**src/hw/spi_unit_pkg.sv**
```systemverilog
// spi_unit_pkg: register map, field layouts, reset values and types of the serial unit.
// assumes a 32-bit AXI4-Lite register bus and a single 100 MHz core clock.
package spi_unit_pkg;

  localparam logic [11:0] OFF_PIN_IO_EN = 12'h000;
  localparam logic [11:0] OFF_PIN_IO_DIS = 12'h004;
  localparam logic [11:0] OFF_PIN_IO_ST = 12'h008;
  localparam logic [11:0] OFF_DRIVE_EN = 12'h010;
  localparam logic [11:0] OFF_DRIVE_DIS = 12'h014;
  localparam logic [11:0] OFF_DRIVE_ST = 12'h018;
  localparam logic [11:0] OFF_LEVEL_SET = 12'h030;
  localparam logic [11:0] OFF_LEVEL_CLR = 12'h034;
  localparam logic [11:0] OFF_LEVEL_ST = 12'h038;
  localparam logic [11:0] OFF_INPUT_ST = 12'h03C;
  localparam logic [11:0] OFF_OD_EN = 12'h040;
  localparam logic [11:0] OFF_OD_DIS = 12'h044;
  localparam logic [11:0] OFF_OD_ST = 12'h048;
  localparam logic [11:0] OFF_GATE_EN = 12'h050;
  localparam logic [11:0] OFF_GATE_DIS = 12'h054;
  localparam logic [11:0] OFF_GATE_ST = 12'h058;
  localparam logic [11:0] OFF_CONTROL = 12'h060;
  localparam logic [11:0] OFF_MODE = 12'h064;
  localparam logic [11:0] OFF_STATUS = 12'h070;
  localparam logic [11:0] OFF_IRQ_EN = 12'h074;
  localparam logic [11:0] OFF_IRQ_DIS = 12'h078;
  localparam logic [11:0] OFF_IRQ_ST = 12'h07C;
  localparam logic [11:0] OFF_RX_WORD = 12'h080;
  localparam logic [11:0] OFF_TX_WORD = 12'h084;
  localparam logic [11:0] OFF_CFG0 = 12'h090;
  localparam logic [11:0] OFF_CFG3 = 12'h09C;

  // pin fields sit at bits 22:16 of every pin register
  localparam int PIN_LSB = 16;
  localparam int PIN_CLK = 0;
  localparam int PIN_MISO = 1;
  localparam int PIN_MOSI = 2;
  localparam int PIN_SEL0 = 3;
  localparam logic [31:0] PIN_IO_RST = 32'h007F0000;

  localparam int CR_ENABLE = 0;
  localparam int CR_DISABLE = 1;
  localparam int MR_MASTER = 0;
  localparam int MR_PS = 1;
  localparam int MR_DECODE = 2;
  localparam int MR_CLOCK_DIVIDER_BIT = 3;
  localparam int MR_CS_LSB = 16;
  localparam int SR_RX_FULL = 0;
  localparam int SR_TX_EMPTY = 1;
  localparam int SR_FAULT = 2;
  localparam int SR_OVERRUN = 3;
  localparam int SR_ENABLED = 16;
  localparam int TX_CS_LSB = 16;
  localparam int GATE_W = 2;
  localparam int IRQ_W = 4;

  localparam int DIV_RATIO = 32;
  localparam int BITS_BASE = 8;
  localparam int BITS_MAX = 16;

  localparam logic [1:0] RESP_OKAY = 2'b00;
  localparam logic [1:0] RESP_SLVERR = 2'b10;

  typedef struct packed {
    logic [7:0] gap;
    logic [7:0] lead;
    logic [7:0] baud;
    logic [3:0] bits;
    logic [1:0] spare;
    logic clock_phase_field;
    logic cpol;
  } sel_cfg_s;

  typedef struct packed {
    logic [3:0] cs;
    logic clock_divider_bit;
    logic decode;
    logic ps;
    logic master;
  } mode_s;

  typedef enum logic [2:0] {
    X_IDLE = 3'b000,
    X_LEAD = 3'b001,
    X_SHIFT = 3'b010,
    X_GAP = 3'b011,
    X_SLAVE = 3'b100
  } xfer_e;

endpackage

```
**src/hw/spi_unit.sv**
```systemverilog
// spi_unit: master/slave serial unit with seven pins, each switchable to plain pin I/O.
// assumes an AXI4-Lite master on aclk and external pins that are asynchronous to aclk.
//
// Implementation choice: the AXI4-Lite interface to the registers.
`timescale 1ns/1ps
`default_nettype none
module spi_unit
  import spi_unit_pkg::*;
(
  input wire logic aclk,
  input wire logic aresetn,
  input wire logic [11:0] awaddr,
  input wire logic awvalid,
  output logic awready,
  input wire logic [31:0] wdata,
  input wire logic [3:0] wstrb,
  input wire logic wvalid,
  output logic wready,
  output logic [1:0] bresp,
  output logic bvalid,
  input wire logic bready,
  input wire logic [11:0] araddr,
  input wire logic arvalid,
  output logic arready,
  output logic [31:0] rdata,
  output logic [1:0] rresp,
  output logic rvalid,
  input wire logic rready,
  input wire logic [6:0] pin_i,
  output logic [6:0] pin_o,
  output logic [6:0] pin_oe_n,
  output logic xfer_req_tx,
  output logic xfer_req_rx
);

  typedef struct packed {
    logic aw_have;
    logic [11:0] aw_addr;
    logic w_have;
    logic [31:0] w_data;
    logic [3:0] w_strb;
    logic awready;
    logic wready;
    logic arready;
    logic bvalid;
    logic rvalid;
    logic [1:0] bresp;
    logic [1:0] rresp;
    logic [31:0] rdata;
    logic [6:0] pin_io;
    logic [6:0] drive;
    logic [6:0] level;
    logic [6:0] od;
    logic [6:0] sync1;
    logic [6:0] sync2;
    logic [6:0] sync3;
    logic [6:0] pin_o;
    logic [6:0] pin_oe_n;
    logic [GATE_W-1:0] gate;
    logic [IRQ_W-1:0] irq_mask;
    mode_s mode;
    sel_cfg_s [3:0] cfg;
    logic en;
    logic fault;
    logic ovr;
    logic rx_full;
    logic tx_full;
    logic [15:0] tx_data;
    logic [3:0] tx_cs;
    logic [15:0] rx_data;
    logic [3:0] rx_sel;
    xfer_e xs;
    logic [3:0] sel;
    logic [1:0] cfg_idx;
    logic [15:0] sh;
    logic [15:0] rsh;
    logic [5:0] edges;
    logic [7:0] cnt;
    logic [4:0] pre;
    logic sck;
    logic [2:0] sel0_hist;
    logic req_tx;
    logic req_rx;
  } st_s;

  st_s q;
  st_s d;

  function automatic logic mapped(input logic [11:0] a);
    case ({a[11:2], 2'b00})
      OFF_PIN_IO_EN, OFF_PIN_IO_DIS, OFF_PIN_IO_ST, OFF_DRIVE_EN, OFF_DRIVE_DIS, OFF_DRIVE_ST,
      OFF_LEVEL_SET, OFF_LEVEL_CLR, OFF_LEVEL_ST, OFF_INPUT_ST, OFF_OD_EN, OFF_OD_DIS, OFF_OD_ST,
      OFF_GATE_EN, OFF_GATE_DIS, OFF_GATE_ST, OFF_CONTROL, OFF_MODE, OFF_STATUS, OFF_IRQ_EN,
      OFF_IRQ_DIS, OFF_IRQ_ST, OFF_RX_WORD, OFF_TX_WORD: mapped = 1'b1;
      default: mapped = ({a[11:2], 2'b00} >= OFF_CFG0) && ({a[11:2], 2'b00} <= OFF_CFG3);
    endcase
  endfunction

  function automatic logic [31:0] byte_mask(input logic [3:0] s);
    byte_mask = {{8{s[3]}}, {8{s[2]}}, {8{s[1]}}, {8{s[0]}}};
  endfunction

  function automatic logic [4:0] word_bits(input sel_cfg_s c);
    word_bits = (c.bits > 4'd8) ? 5'(BITS_MAX) : 5'(BITS_BASE) + {1'b0, c.bits};
  endfunction

  // individual selects: the lowest low line picks the config; decoded: four peripherals per config
  function automatic logic [1:0] cfg_index(input logic [3:0] cs, input logic dec);
    if (dec) begin
      cfg_index = cs[3:2];
    end else if (!cs[0]) begin
      cfg_index = 2'd0;
    end else if (!cs[1]) begin
      cfg_index = 2'd1;
    end else if (!cs[2]) begin
      cfg_index = 2'd2;
    end else begin
      cfg_index = 2'd3;
    end
  endfunction

  logic wr_go;
  logic rd_go;
  logic [11:0] wa;
  logic [11:0] ra;
  logic [31:0] wv;
  logic [31:0] rv;
  logic [6:0] w_pins;
  logic rx_read;
  logic tick;
  logic fault_now;
  logic word_done;
  logic edge_now;
  logic sample;
  logic rx_in;
  sel_cfg_s cur;
  sel_cfg_s ncfg;
  logic [4:0] nb;
  logic [7:0] half;
  logic [3:0] cs_new;
  logic [15:0] rsh_new;
  logic [6:0] fn_o;
  logic [6:0] fn_drv;
  logic o_v;
  logic drv_v;

  always_comb begin
    d = q;
    wa = {q.aw_addr[11:2], 2'b00};
    ra = {araddr[11:2], 2'b00};
    wv = q.w_data & byte_mask(q.w_strb);
    w_pins = wv[PIN_LSB +: 7];
    wr_go = q.aw_have && q.w_have && !q.bvalid;
    rd_go = arvalid && q.arready;
    rx_read = rd_go && (ra == OFF_RX_WORD);
    rv = 32'h00000000;
    tick = q.mode.clock_divider_bit ? (q.pre == 5'(DIV_RATIO - 1)) : 1'b1;
    cur = q.cfg[q.xs == X_SLAVE ? 2'd0 : q.cfg_idx];
    nb = word_bits(cur);
    half = (cur.baud == 8'h00) ? 8'h01 : cur.baud;
    cs_new = q.mode.ps ? q.tx_cs : q.mode.cs;
    ncfg = q.cfg[cfg_index(cs_new, q.mode.decode)];
    word_done = 1'b0;
    edge_now = 1'b0;
    rx_in = q.mode.master ? q.sync2[PIN_MISO] : q.sync2[PIN_MOSI];
    sample = cur.clock_phase_field ? !q.edges[0] : q.edges[0];
    rsh_new = q.rsh;
    // the lag through pin register and synchroniser is three cycles, hence the history
    fault_now = q.mode.master && q.en && !q.pin_io[PIN_SEL0] && (&q.sel0_hist)
      && !q.sync2[PIN_SEL0];

    d.sync1 = pin_i;
    d.sync2 = q.sync1;
    d.sync3 = q.sync2;
    d.sel0_hist = {q.sel0_hist[1:0], q.sel[0]};
    d.pre = q.mode.clock_divider_bit ? q.pre + 5'd1 : 5'd0;

    if (awvalid && q.awready) begin
      d.aw_have = 1'b1;
      d.aw_addr = awaddr;
    end
    if (wvalid && q.wready) begin
      d.w_have = 1'b1;
      d.w_data = wdata;
      d.w_strb = wstrb;
    end
    if (q.bvalid && bready) begin
      d.bvalid = 1'b0;
    end
    if (q.rvalid && rready) begin
      d.rvalid = 1'b0;
    end

    if (rd_go) begin
      case (ra)
        OFF_PIN_IO_ST: rv[PIN_LSB +: 7] = q.pin_io;
        OFF_DRIVE_ST: rv[PIN_LSB +: 7] = q.drive;
        OFF_LEVEL_ST: rv[PIN_LSB +: 7] = q.level;
        OFF_INPUT_ST: rv[PIN_LSB +: 7] = q.sync2;
        OFF_OD_ST: rv[PIN_LSB +: 7] = q.od;
        OFF_GATE_ST: rv[GATE_W-1:0] = q.gate;
        OFF_IRQ_ST: rv[IRQ_W-1:0] = q.irq_mask;
        OFF_MODE: begin
          rv[MR_MASTER] = q.mode.master;
          rv[MR_PS] = q.mode.ps;
          rv[MR_DECODE] = q.mode.decode;
          rv[MR_CLOCK_DIVIDER_BIT] = q.mode.clock_divider_bit;
          rv[MR_CS_LSB +: 4] = q.mode.cs;
        end
        OFF_STATUS: begin
          rv[SR_RX_FULL] = q.rx_full;
          rv[SR_TX_EMPTY] = !q.tx_full;
          rv[SR_FAULT] = q.fault;
          rv[SR_OVERRUN] = q.ovr;
          rv[SR_ENABLED] = q.en;
          d.fault = 1'b0;
          d.ovr = 1'b0;
        end
        OFF_RX_WORD: begin
          rv[15:0] = q.rx_data;
          rv[TX_CS_LSB +: 4] = q.rx_sel;
          d.rx_full = 1'b0;
        end
        default: begin
          if (ra >= OFF_CFG0 && ra <= OFF_CFG3) begin
            rv = q.cfg[ra[3:2]];
          end
        end
      endcase
      d.rvalid = 1'b1;
      d.rdata = rv;
      d.rresp = mapped(araddr) ? RESP_OKAY : RESP_SLVERR;
    end

    // write-only registers read as zero; write-one pairs ignore zero bits
    if (wr_go) begin
      d.aw_have = 1'b0;
      d.w_have = 1'b0;
      d.bvalid = 1'b1;
      d.bresp = mapped(q.aw_addr) ? RESP_OKAY : RESP_SLVERR;
      case (wa)
        OFF_PIN_IO_EN: d.pin_io = q.pin_io | w_pins;
        OFF_PIN_IO_DIS: d.pin_io = q.pin_io & ~w_pins;
        OFF_DRIVE_EN: d.drive = q.drive | w_pins;
        OFF_DRIVE_DIS: d.drive = q.drive & ~w_pins;
        OFF_LEVEL_SET: d.level = q.level | w_pins;
        OFF_LEVEL_CLR: d.level = q.level & ~w_pins;
        OFF_OD_EN: d.od = q.od | w_pins;
        OFF_OD_DIS: d.od = q.od & ~w_pins;
        OFF_GATE_EN: d.gate = q.gate | wv[GATE_W-1:0];
        OFF_GATE_DIS: d.gate = q.gate & ~wv[GATE_W-1:0];
        OFF_IRQ_EN: d.irq_mask = q.irq_mask | wv[IRQ_W-1:0];
        OFF_IRQ_DIS: d.irq_mask = q.irq_mask & ~wv[IRQ_W-1:0];
        OFF_CONTROL: begin
          if (wv[CR_ENABLE]) begin
            d.en = 1'b1;
          end
          if (wv[CR_DISABLE]) begin
            d.en = 1'b0;
          end
        end
        OFF_MODE: begin
          if (q.w_strb[0]) begin
            d.mode.master = q.w_data[MR_MASTER];
            d.mode.ps = q.w_data[MR_PS];
            d.mode.decode = q.w_data[MR_DECODE];
            d.mode.clock_divider_bit = q.w_data[MR_CLOCK_DIVIDER_BIT];
          end
          if (q.w_strb[2]) begin
            d.mode.cs = q.w_data[MR_CS_LSB +: 4];
          end
        end
        default: begin
          if (wa >= OFF_CFG0 && wa <= OFF_CFG3) begin
            d.cfg[wa[3:2]] = (q.cfg[wa[3:2]] & ~byte_mask(q.w_strb)) | wv;
          end
        end
      endcase
    end

    case (q.xs)
      X_IDLE: begin
        d.sel = 4'hF;
        d.sck = q.cfg[0].cpol;
        d.cnt = 8'h00;
        d.edges = 6'd0;
        d.rsh = 16'h0000;
        if (q.mode.master && q.en && q.tx_full && !fault_now) begin
          d.xs = X_LEAD;
          d.sel = cs_new;
          d.cfg_idx = cfg_index(cs_new, q.mode.decode);
          d.sck = ncfg.cpol;
          d.sh = q.tx_data << (5'(BITS_MAX) - word_bits(ncfg));
          d.tx_full = 1'b0;
        end else if (!q.mode.master && q.en && !q.sync2[PIN_SEL0]) begin
          d.xs = X_SLAVE;
          d.sh = q.tx_full ? q.tx_data << (5'(BITS_MAX) - word_bits(q.cfg[0])) : 16'h0000;
          d.tx_full = 1'b0;
        end
      end
      X_LEAD: begin
        if (tick) begin
          d.cnt = q.cnt + 8'h01;
          if (q.cnt + 8'h01 >= cur.lead) begin
            d.xs = X_SHIFT;
            d.cnt = 8'h00;
          end
        end
      end
      X_SHIFT: begin
        if (tick) begin
          d.cnt = q.cnt + 8'h01;
          if (q.cnt + 8'h01 >= half) begin
            d.cnt = 8'h00;
            d.sck = !q.sck;
            edge_now = 1'b1;
          end
        end
      end
      X_GAP: begin
        if (tick) begin
          d.cnt = q.cnt + 8'h01;
          if (q.cnt + 8'h01 >= cur.gap) begin
            d.xs = X_IDLE;
            d.cnt = 8'h00;
          end
        end
      end
      X_SLAVE: begin
        edge_now = q.sync2[PIN_CLK] != q.sync3[PIN_CLK];
        if (q.sync2[PIN_SEL0] || !q.en || q.mode.master) begin
          d.xs = X_IDLE;
          edge_now = 1'b0;
        end
      end
      default: d.xs = X_IDLE;
    endcase

    // both sides: sample on one edge, shift on the other, never before the first edge
    if (edge_now) begin
      if (sample) begin
        rsh_new = {q.rsh[14:0], rx_in};
        d.rsh = rsh_new;
      end else if (q.edges != 6'd0) begin
        d.sh = {q.sh[14:0], 1'b0};
      end
      d.edges = q.edges + 6'd1;
      if (q.edges == {nb, 1'b0} - 6'd1) begin
        word_done = 1'b1;
        d.edges = 6'd0;
      end
    end

    if (word_done) begin
      d.rx_data = rsh_new & (16'hFFFF >> (5'(BITS_MAX) - nb));
      d.rx_sel = (q.xs == X_SLAVE) ? q.sync2[PIN_SEL0 +: 4] : q.sel;
      if (q.rx_full && !rx_read) begin
        d.ovr = 1'b1;
      end
      d.rx_full = 1'b1;
      if (q.xs == X_SLAVE) begin
        d.sh = q.tx_full ? q.tx_data << (5'(BITS_MAX) - nb) : 16'h0000;
        d.tx_full = 1'b0;
        d.rsh = 16'h0000;
      end else begin
        d.xs = X_GAP;
        d.sel = 4'hF;
      end
    end

    if (wr_go && wa == OFF_TX_WORD) begin
      d.tx_full = 1'b1;
      d.tx_data = wv[15:0];
      d.tx_cs = wv[TX_CS_LSB +: 4];
    end

    if (fault_now) begin
      d.fault = 1'b1;
      d.en = 1'b0;
      d.xs = X_IDLE;
      d.sel = 4'hF;
    end

    // the transfer controller is only served by an enabled master
    d.req_tx = d.mode.master && d.en && !d.tx_full;
    d.req_rx = d.mode.master && d.en && d.rx_full;

    fn_o = {q.sel, q.sh[15], q.sh[15], q.sck};
    fn_drv = {{4{q.mode.master}}, q.mode.master, !q.mode.master && q.en && !q.sync2[PIN_SEL0],
      q.mode.master};
    for (int i = 0; i < 7; i++) begin
      o_v = q.pin_io[i] ? q.level[i] : fn_o[i];
      drv_v = q.pin_io[i] ? q.drive[i] : fn_drv[i];
      if (q.od[i] && o_v) begin
        drv_v = 1'b0;
      end
      d.pin_o[i] = o_v;
      d.pin_oe_n[i] = !drv_v;
    end

    d.awready = !d.aw_have;
    d.wready = !d.w_have;
    d.arready = !d.rvalid;
  end

  always_ff @(posedge aclk) begin
    if (!aresetn) begin
      q <= '0;
      q.pin_io <= PIN_IO_RST[PIN_LSB +: 7];
      q.pin_oe_n <= 7'h7F;
      q.sel <= 4'hF;
      q.sel0_hist <= 3'h0;
    end else begin
      q <= d;
    end
  end

  assign awready = q.awready;
  assign wready = q.wready;
  assign arready = q.arready;
  assign bvalid = q.bvalid;
  assign bresp = q.bresp;
  assign rvalid = q.rvalid;
  assign rresp = q.rresp;
  assign rdata = q.rdata;
  assign pin_o = q.pin_o;
  assign pin_oe_n = q.pin_oe_n;
  assign xfer_req_tx = q.req_tx;
  assign xfer_req_rx = q.req_rx;
endmodule
`default_nettype wire

```
**config.mk**
```make
export PLATFORM = sky130hd
export DESIGN_NAME = spi_unit
export DESIGN_NICKNAME = d
export VERILOG_FILES = /design/src/hw/spi_unit_pkg.sv /design/src/hw/spi_unit.sv
export SDC_FILE = /design/constraint.sdc
export NUM_CORES = 1
export LEC_CHECK = 0
export ABC_AREA = 1
export ABC_CLOCK_PERIOD_IN_PS = 3800
export BUFFER_PORTS_ARGS = -buffer_cell sky130_fd_sc_hd__buf_2
export CELL_PAD_IN_SITES_DETAIL_PLACEMENT = 1
export CELL_PAD_IN_SITES_GLOBAL_PLACEMENT = 2
export CORE_MARGIN = 4
export CORE_UTILIZATION = 35
export DETAILED_ROUTE_END_ITERATION = 10
export PLACE_DENSITY_LB_ADDON = 0.1
export SLEW_MARGIN = 10
export SYNTH_ARGS = -nofsm -noshare
export SYNTH_HDL_FRONTEND = slang
export SYNTH_SLANG_ARGS = --single-unit
```
**constraint.sdc**
```tcl
create_clock -name aclk -period 3.8 [get_ports aclk]
set_clock_uncertainty 0.1 [all_clocks]
set_input_delay 0.19 -clock aclk [delete_from_list [all_inputs] [get_ports aclk]]
set_output_delay 0.19 -clock aclk [all_outputs]
set_load 0.02 [all_outputs]
```
==> results of run 1 <==
## final cells by class
class,instances,area share
clock inverters,16,0.00760
repair buffers,323,0.0936
inverters,288,0.0424
flip-flops and latches,397,0.307
clock buffers,70,0.0543
multi-input cells,2267,0.454
well taps,837,0.0405
## repair_timing
item                                   CTS  global route
pin swaps                                0             8
gates resized for setup                  1            30
setup endpoints to repair                1            60
hold buffers                            64             0
buffers inserted                         0             2
endpoints found under the hold margin   75             0
## worst paths after layout
path	from	end	slack, ps	cells after the start
min reg2reg	d[275]	d[268]	310	2
min	awvalid	q[399]	80	3
max reg2reg	q[64]	q[55]	260	20
max	q[64]	q[55]	260	20
## cells by family after synthesis
family | count (synthesis)
AO/OA/AOI/OAI | 870
XOR/XNOR | 15
adder cells (fa/ha/maj) | 36
buffers and inverters | 512
flip-flops | 397
other | 1
AND/OR/NAND/NOR | 1344
## through the flow
stage	power, mW	cell area (µm²)	worst slack (ps)	hold WS [ps]
detailed placement	4.90	23500	-6.30	280
global placement	4.89	23500	62.7	275
CTS	9.68	25800	21.9	57.2
global route	9.88	25900	-3.70	153
floorplan	4.63	21800	293	188
finish	9.58	25900	263	82.9
## synth_stat cells, types with 5 or more instances
| cell type | count | area, µm² |
|---|---|---|
| o2111ai_1 | 15 | 131 |
| a21oi_1 | 218 | 1090 |
| nor4_1 | 11 | 68.8 |
| o311ai_0 | 14 | 123 |
| clkbuf_1 | 133 | 499 |
| or2_2 | 7 | 43.8 |
| o21ai_0 | 247 | 1240 |
| nor2_1 | 379 | 1420 |
| o211ai_1 | 42 | 315 |
| o22ai_1 | 69 | 432 |
| nand4_1 | 19 | 119 |
| a311oi_1 | 14 | 123 |
| a22oi_1 | 35 | 263 |
| a21boi_0 | 9 | 67.6 |
| nor2_2 | 5 | 31.3 |
| nor3_1 | 23 | 115 |
| a31oi_1 | 19 | 119 |
| nand3b_1 | 9 | 67.6 |
| ha_1 | 36 | 450 |
| dfxtp_1 | 397 | 7950 |
| buf_1 | 11 | 41.3 |
| xor2_1 | 12 | 105 |
| a211oi_1 | 131 | 983 |
| clkinv_1 | 11 | 41.3 |
| nand2_2 | 17 | 106 |
| a221oi_1 | 21 | 184 |
| o21ai_1 | 8 | 40.0 |
| inv_1 | 259 | 972 |
| o221ai_1 | 8 | 70.1 |
| buf_2 | 26 | 130 |
| nand2_1 | 659 | 2470 |
| buf_4 | 52 | 390 |
| nand3_1 | 191 | 956 |
| inv_2 | 18 | 67.6 |
## critical path: cells and delay by family, from the launching register on
family          cells  cell delay [ps]
compound gates      6              960
flops               1              380
buf+inv             6             1060
simple gates        7              600
fa+ha+maj           1              340
## layer usage
layer  GRT usage  wire [µm]  up-vias
met5           0          0        -
met4      0.0773       2670        0
met3      0.0360       4450      137
met2       0.496      47000      560
met1       0.372      43100    11500
li1            -          -    11100
## report_power, final
part           leakage [nW]  switching, mW  total [mW]  internal [mW]
registers              3.21         0.0526        4.27           4.22
clock network         0.783           1.94        4.71           2.77
logic                  6.15          0.425       0.603          0.178
total                  10.1           2.42        9.58           7.16
==> impl_metrics.env, run 1 <==
export IMPL_critical_path_max_stage_delay_ps=380
export IMPL_drv_slew=0
export IMPL_dieArea_um2=66200
export IMPL_ant_nets=0
export IMPL_final_common_cell="nand2_1"
export IMPL_area_growth_pct=18.9
export IMPL_place_inst=4046
export IMPL_layout_nets=3435
export IMPL_final_fill_count=7822
export IMPL_synth_ff_type="dfxtp_1"
export IMPL_synthMuxAreaShare=0
export IMPL_final_cell_count_no_fill=4198
export IMPL_numClockSinks=397
export IMPL_maxSlewHeadroom=0.183
export IMPL_first_pass_iters=5
export IMPL_cpMaxStageDelayCell="dfxtp_2"
export IMPL_hold_viol=0
export IMPL_die_h_um=257
export IMPL_max_slew_worst_pin_slew_ps=1220
export IMPL_drv_cap=0
export IMPL_synth_edf_count=0
export IMPL_finalWeightedCongestion=0.911
export IMPL_viasPerCell=5.56
export IMPL_initialDrtViolationCount=1685
export IMPL_initial_utilization=0.353
export IMPL_yosys_area_share_adder=0.0207
export IMPL_critical_path_cell_chain="nor2_4 -> nand2_2 -> nand2_4 -> inv_2 -> buf_4 -> buf_4 -> o21ai_0 -> o22ai_1 -> buf_4 -> nand2_1 -> ha_1 -> buf_4 -> clkinvlp_4 -> nand2_1 -> o21ai_1 -> nand2_1 -> o21ai_0 -> o21ai_0 -> nand2_1 -> a21oi_1"
export IMPL_synth_compound_area_frac=0.246
export IMPL_synth_seq_cells=397
export IMPL_cts_buffer_depth=3
export IMPL_syn_inst=3175
export IMPL_final_seq_area_um2=7950
export IMPL_vdd_drop_max_mv=0.292
export IMPL_synth_cell_types=62
export IMPL_vias=23400
export IMPL_cp_required_ps=4200
export IMPL_crit_path_start_kind="flop"
export IMPL_htree_levels=2
export IMPL_fin_tns_setup_ps=0
export IMPL_ios=131
export IMPL_synth_simple_gate_area_frac=0.262
export IMPL_crit_type="reg -> reg"
export IMPL_hp_class="in -> reg"
export IMPL_critPathCaptureType="flop"
export IMPL_antenna_found_initial=2
export IMPL_chipWidth_um=257
export IMPL_grt_start_max_net_pins=101
export IMPL_yosys_warnings=0
export IMPL_fin_crit_sh=0.931
export IMPL_diodes=0
export IMPL_max_freq_mhz=283
export IMPL_drive_above_1_share=0.127
export IMPL_port_buffer_count=124
export IMPL_multi_input_area_um2=11700
export IMPL_setup_violations=0
export IMPL_syn_area_per_cell_um2=6.85
export IMPL_clk_pin_slew_ps=60
export IMPL_grt_pass1_wl_um=147000
export IMPL_cts_tree="yes"
export IMPL_arrival_ps=3940
export IMPL_fin_crit_ps=3540
export IMPL_synth_top_family_by_area="simple AND/OR/NAND/NOR gates"
export IMPL_final_cell_mix="nand2_1 (654), dfxtp_1 (394), nor2_1 (369), inv_1 (257), o21ai_0 (243)"
export IMPL_status="finished clean"
export IMPL_dpl_hpwl_um=71900
export IMPL_final_util=0.420
export IMPL_synth_xor_area_frac=0.00604
export IMPL_drc=0
export IMPL_async_reset_ff_frac=0
export IMPL_p_per_area_nw_per_um2=370
export IMPL_grt_pass1_vias=23600
export IMPL_core_region_area_um2=61600
export IMPL_cts_root_buf="clkbuf_16"
export IMPL_syn_area_um2=21800
export IMPL_ys_seq_area_frac=0.365
export IMPL_cts_buffers=48
export IMPL_grtUsageTotal=0.284
export IMPL_routedWlPerCell_um=23.2
export IMPL_drt_total_wl_um=97200
export IMPL_p_leak_nw=10.1
export IMPL_grt_overflow=0
export IMPL_clk_latency_ps=600
export IMPL_rows=91
export IMPL_cp_max_fo=17
Note: power is estimated with default switching activity, not from simulation.
==> run 2, diff against run 1 <==
--- a/config.mk
+++ b/config.mk
@@ -8,6 +8,7 @@
 export ABC_AREA = 1
 export ABC_CLOCK_PERIOD_IN_PS = 3800
 export BUFFER_PORTS_ARGS = -buffer_cell sky130_fd_sc_hd__buf_2
+export CAP_MARGIN = 20
 export CELL_PAD_IN_SITES_DETAIL_PLACEMENT = 1
 export CELL_PAD_IN_SITES_GLOBAL_PLACEMENT = 2
 export CORE_MARGIN = 4
==> constraint.sdc (replaced) <==
create_clock -name aclk -period 3.8 [get_ports aclk]
set_clock_uncertainty 0.1 [all_clocks]
set_input_delay 0.38 -clock aclk [delete_from_list [all_inputs] [get_ports aclk]]
set_output_delay 0.38 -clock aclk [all_outputs]
set_load 0.02 [all_outputs]
==> run 2 against run 1 <==
Non-clock buffer count shrank 6. Die area unchanged. Sequential power about the same. Utilization fell by 0.23 points. Sequential share of layout area is 0.17 points higher. Count of clock-buffer cells in the layout decreased by 3.
==> impl_metrics.env, run 2 (synthesized netlist as in run 1, its figures left out) <==
export IMPL_drv_cap=0
export IMPL_cpMaxStageDelayCell="dfxtp_2"
export IMPL_numClockSinks=397
export IMPL_p_leak_nw=10.1
export IMPL_die_h_um=257
export IMPL_hold_depth=3
export IMPL_area_growth_pct=18.3
export IMPL_clk_latency_ps=610
export IMPL_dpl_cell_area_um2=23600
export IMPL_r2r_setup_slack_ps=220
export IMPL_fin_ws_ps=224
export IMPL_clk_pin_slew_ps=60
export IMPL_finalWeightedCongestion=0.894
export IMPL_dieArea_um2=66200
export IMPL_setup_violations=0
export IMPL_antenna_found_initial=0
export IMPL_cp_max_fo=8
export IMPL_diodes=0
export IMPL_vdd_drop_max_mv=0.329
export IMPL_final_cell_count_no_fill=4186
export IMPL_r2r_cells=28
export IMPL_drv_slew=0
export IMPL_first_pass_iters=5
export IMPL_ios=131
export IMPL_r2r_end="fn_o[1]"
export IMPL_grtUsageTotal=0.283
export IMPL_rows=91
export IMPL_viasPerCell=5.53
export IMPL_layout_nets=3428
export IMPL_max_freq_mhz=280
export IMPL_chipWidth_um=257
export IMPL_final_fill_count=7806
export IMPL_drc=0
export IMPL_place_inst=4053
export IMPL_dpl_hpwl_um=71900
export IMPL_max_slew_worst_pin_slew_ps=1220
export IMPL_grt_pass1_vias=23800
export IMPL_hp_start="wdata[17]"
export IMPL_critPathCaptureType="flop"
export IMPL_hold_viol=0
export IMPL_routedWlPerCell_um=23.1
export IMPL_fin_crit_ps=3580
export IMPL_final_common_cell="nand2_1"
export IMPL_path_common_cell="nand2_1"
export IMPL_fin_crit_sh=0.941
export IMPL_initial_utilization=0.353
export IMPL_grt_overflow=0
export IMPL_p_total_mw=9.46
export IMPL_port_buffer_count=124
export IMPL_cts_tree="yes"
export IMPL_min_to="q[378]"
export IMPL_ant_nets=0
export IMPL_status="finished clean"
export IMPL_maxSlewHeadroom=0.174
export IMPL_vias=23100
export IMPL_cts_buffers=47
export IMPL_grt_start_max_net_pins=115
export IMPL_cts_root_buf="clkbuf_16"
export IMPL_fin_tns_setup_ps=0
export IMPL_dp_slack_ps=-11.4
export IMPL_initialDrtViolationCount=1676
export IMPL_grt_pass1_wl_um=147000
export IMPL_final_cell_mix="nand2_1 (654), dfxtp_1 (394), nor2_1 (369), inv_1 (256), o21ai_0 (239)"
export IMPL_finalInstanceArea_um2=25700
export IMPL_drt_total_wl_um=96900
export IMPL_cts_buffer_depth=3
export IMPL_drive_above_1_share=0.130
export IMPL_reg2reg_from="q[63]"
export IMPL_hp_class="in -> reg"
export IMPL_crit_path_start_kind="flop"
export IMPL_cp_required_ps=4240
export IMPL_crit_type="reg -> reg"
export IMPL_critical_path_max_stage_delay_ps=340
export IMPL_arrival_ps=4020
export IMPL_htree_levels=2
export IMPL_core_region_area_um2=61600
export IMPL_p_per_area_nw_per_um2=368
## run 2: cell types whose count changed in the layout (fill, tap and decap cells not counted), moves of 2 or more
cell | previous run | this run
ha_1 | 36 | 34
dlygate4sd3_1 | 64 | 47
inv_2 | 16 | 19
clkinv_4 | 3 | 0
buf_4 | 122 | 132
o21ai_0 | 243 | 239
clkinvlp_4 | 3 | 1
clkinv_2 | 7 | 9
clkbuf_8 | 12 | 9
o21ai_1 | 12 | 16
## run 2: timing repair
action	in CTS	in global routing
hold endpoints to repair	47	0
buffers inserted	0	5
resized for setup	3	34
hold buffers	47	0
endpoints found under the setup margin	4	68
pin swaps	0	9
## run 2: where the power goes
group | internal, mW | total [mW] | leakage, nW | switching, mW
Clock | 2.70 | 4.61 | 0.761 | 1.91
Sequential | 4.22 | 4.26 | 3.21 | 0.0494
Combinational | 0.165 | 0.584 | 6.15 | 0.420
## run 2: metal layers
metal	part of all wire	global-route usage	wire (µm)
met1	0.45	0.374	43300
met2	0.47	0.478	45100
met3	0.048	0.0361	4690
met4	0.039	0.0981	3790
met5	0	0	0
## run 2: layout make-up
| cell class | count | area (µm²) | share of cell area |
|---|---|---|---|
| sequential | 397 | 7950 | 0.309 |
| multi-input combinational | 2267 | 11800 | 0.457 |
| clock inverter | 13 | 155 | 0.00603 |
| tap | 837 | 1050 | 0.0407 |
| clock buffer | 67 | 1370 | 0.0534 |
| inverter | 288 | 1090 | 0.0425 |
| timing repair buffer | 317 | 2340 | 0.0910 |
## run 2: worst max path at each step
stage | startpoint | end | slack, ps | depth (start not counted)
floorplan | q[64] | q[42] | 290 | 27
finish | q[63] | fn_o[1] | 220 | 28
CTS | q[65] | fn_o[1] | 20 | 27
global route | q[65] | fn_o[1] | -6 | 27
global placement | q[65] | fn_o[1] | 60 | 27
detailed placement | q[65] | fn_o[1] | -10 | 27
## run 2: critical path, delay by kind of cell (launching register included)
kind            cells  cell delay (ps)
fa+ha+maj           1              290
compound gates      2              330
flops               1              340
simple gates       16             1520
buf+inv             9              930
## run 2: metrics by stage
stage                     utilization  hold WS [ps]
after floorplan                     -           290
after global placement          0.382           301
after detailed placement        0.383           304
after CTS                       0.415          3.93
after global routing            0.418          12.2
final                           0.418          27.8
==> run 3, diff against run 2 <==
--- a/config.mk
+++ b/config.mk
@@ -11,6 +11,7 @@
 export CAP_MARGIN = 20
 export CELL_PAD_IN_SITES_DETAIL_PLACEMENT = 1
 export CELL_PAD_IN_SITES_GLOBAL_PLACEMENT = 2
+export CORE_ASPECT_RATIO = 1.4
 export CORE_MARGIN = 4
 export CORE_UTILIZATION = 35
 export DETAILED_ROUTE_END_ITERATION = 10
==> run 3 against run 2 <==
Clock power fell by 0.9%. First-iteration DRC count fell by 16%. Flip-flop and latch count did not move. Global-route usage rose by 1.1 points. Routed wire length rose by 2.9%. Power fell by 0.32%. Worst hold slack got worse by 2.2 ps. Largest power group unchanged. Sequential power barely moved. Die area barely moved. Fmax barely moved. Register-to-register slack barely moved.
==> impl_metrics.env, run 3 (synthesized netlist as in run 1, its figures left out) <==
export IMPL_port_buffer_count=124
export IMPL_drive_above_1_share=0.128
export IMPL_arrival_ps=3970
export IMPL_dieArea_um2=66300
export IMPL_p_per_area_nw_per_um2=369
export IMPL_crit_path_start_kind="flop"
export IMPL_clk_pin_slew_ps=60
export IMPL_fin_tns_setup_ps=0
export IMPL_cts_root_buf="clkbuf_16"
export IMPL_cts_buffers=44
export IMPL_fin_crit_ps=3580
export IMPL_r2r_setup_slack_ps=220
export IMPL_initialDrtViolationCount=1406
export IMPL_power_switching_mw=2.39
export IMPL_drt_total_wl_um=99700
export IMPL_core_region_area_um2=61200
export IMPL_antenna_found_initial=1
export IMPL_first_pass_iters=5
export IMPL_clk_latency_ps=600
export IMPL_drv_slew=0
export IMPL_crit_type="reg -> reg"
export IMPL_finalInstanceArea_um2=25600
export IMPL_cp_required_ps=4200
export IMPL_dpl_hpwl_um=74800
export IMPL_hold_viol=0
export IMPL_vdd_drop_max_mv=0.312
export IMPL_vias=23400
export IMPL_fin_crit_sh=0.941
export IMPL_p_sw_frac=0.254
export IMPL_layout_nets=3412
export IMPL_pwr_share_comb=0.062
export IMPL_clockPowerShare=0.485
export IMPL_dpl_cell_area_um2=23300
export IMPL_finalWeightedCongestion=0.938
export IMPL_status="finished clean"
export IMPL_cp_max_fo=8
export IMPL_seq_power_share=0.453
export IMPL_routedWlPerCell_um=24.0
export IMPL_cts_tree="yes"
export IMPL_viasPerCell=5.63
export IMPL_max_freq_mhz=280
export IMPL_critPathCaptureType="flop"
export IMPL_ant_nets=0
export IMPL_grt_start_max_net_pins=165
export IMPL_numClockSinks=397
export IMPL_drc=0
export IMPL_final_cell_mix="nand2_1 (656), dfxtp_1 (393), nor2_1 (368), inv_1 (256), o21ai_0 (242)"
export IMPL_max_slew_worst_pin_slew_ps=1130
export IMPL_rsz0062_at_grt="true"
export IMPL_maxSlewHeadroom=0.248
export IMPL_drv_cap=0
export IMPL_ios=131
export IMPL_p_leak_nw=9.99
export IMPL_die_h_um=303
export IMPL_chipWidth_um=219
export IMPL_grtUsageTotal=0.294
export IMPL_cts_buffer_depth=3
export IMPL_grt_overflow=0
export IMPL_power_internal_mw=7.04
export IMPL_rows=107
export IMPL_setup_violations=0
export IMPL_final_common_cell="nand2_1"
export IMPL_htree_levels=2
export IMPL_initial_utilization=0.356
export IMPL_grt_pass1_wl_um=149000
export IMPL_hp_class="in -> reg"
export IMPL_area_growth_pct=17.5
export IMPL_grt_pass1_vias=24000
## run 3: cell count changes in the layout (fill, tap and decap cells not counted), sizes merged
cell / delta
dlygate4sd3: +3
diode: +2
clkinv: +1
nand2: +1
clkinvlp: +5
buf: -16
inv: -2
clkbuf: -10
bufinv: +2
## run 3: final timing paths
check | endpoint | from | cells past startpoint
max | q[81] | q[11] | 19
min | q[396] | awaddr[2] | 3
max reg2reg | q[81] | q[11] | 19
min reg2reg | d[270] | d[277] | 2
## run 3: area by class of cell
type                            count  area [µm²]
Fill cell                        7819       35600
Multi-Input combinational cell   2268       11800
Sequential cell                   397        7960
Timing Repair Buffer              303        2140
Clock buffer                       58        1240
Inverter                          288        1110
Tap cell                          817        1020
Clock inverter                     19         268
Antenna cell                        2        5.00
## run 3: per-layer routing
layer	global-route usage	wire length, µm	vias to the layer above
li1	-	-	11100
met2	0.535	50300	552
met4	0.172	6890	0
met1	0.333	39400	11500
met5	0	0	-
met3	0.0273	3150	227
## run 3: per-stage QoR
| stage | utilization | instances | hold WS [ps] | setup WS [ps] | power (mW) |
|---|---|---|---|---|---|
| floorplan | - | 3176 | 290 | 293 | 4.63 |
| global placement | 0.381 | 4014 | 297 | -36.8 | 4.90 |
| detailed placement | 0.381 | 4014 | 306 | -104 | 4.91 |
| CTS | 0.414 | 4141 | 2.39 | 8.96 | 9.54 |
| global route | 0.418 | 4151 | 51.5 | -37.1 | 9.74 |
| finish | 0.418 | 4152 | 25.6 | 225 | 9.43 |
## run 3: power by group through the flow
stage	registers [mW]	logic, mW	clock network, mW
3_3_place_gp	4.37	0.532	0
6_report	4.27	0.585	4.57
3_5_place_dp	4.37	0.539	0
5_1_grt	4.28	0.631	4.84
2_1_floorplan	4.33	0.300	0
4_1_cts	4.27	0.580	4.68
## run 3: critical path, cell delays in order, from the launching register on
cell	delay, ps
dfxtp_1	330
buf_4	170
ha_1	200
nand3_1	120
nand3b_1	180
xor2_1	200
ha_1	310
nand2_1	90
o21a_1	190
and2_1	150
nand2_1	100
nand2_1	70
inv_2	80
nand2_2	90
nand2_4	130
buf_4	140
nand3_4	170
nor3_4	350
nand3b_1	150
a21oi_1	140
## run 3: timing repair
item / CTS / global route
setup endpoints to repair: 59 / 69
hold buffers: 50 / 0
hold endpoints to repair: 50 / 0
resized for setup: 6 / 39
pin swaps: 0 / 4
setup buffers: 0 / 8
cloned: 0 / 1
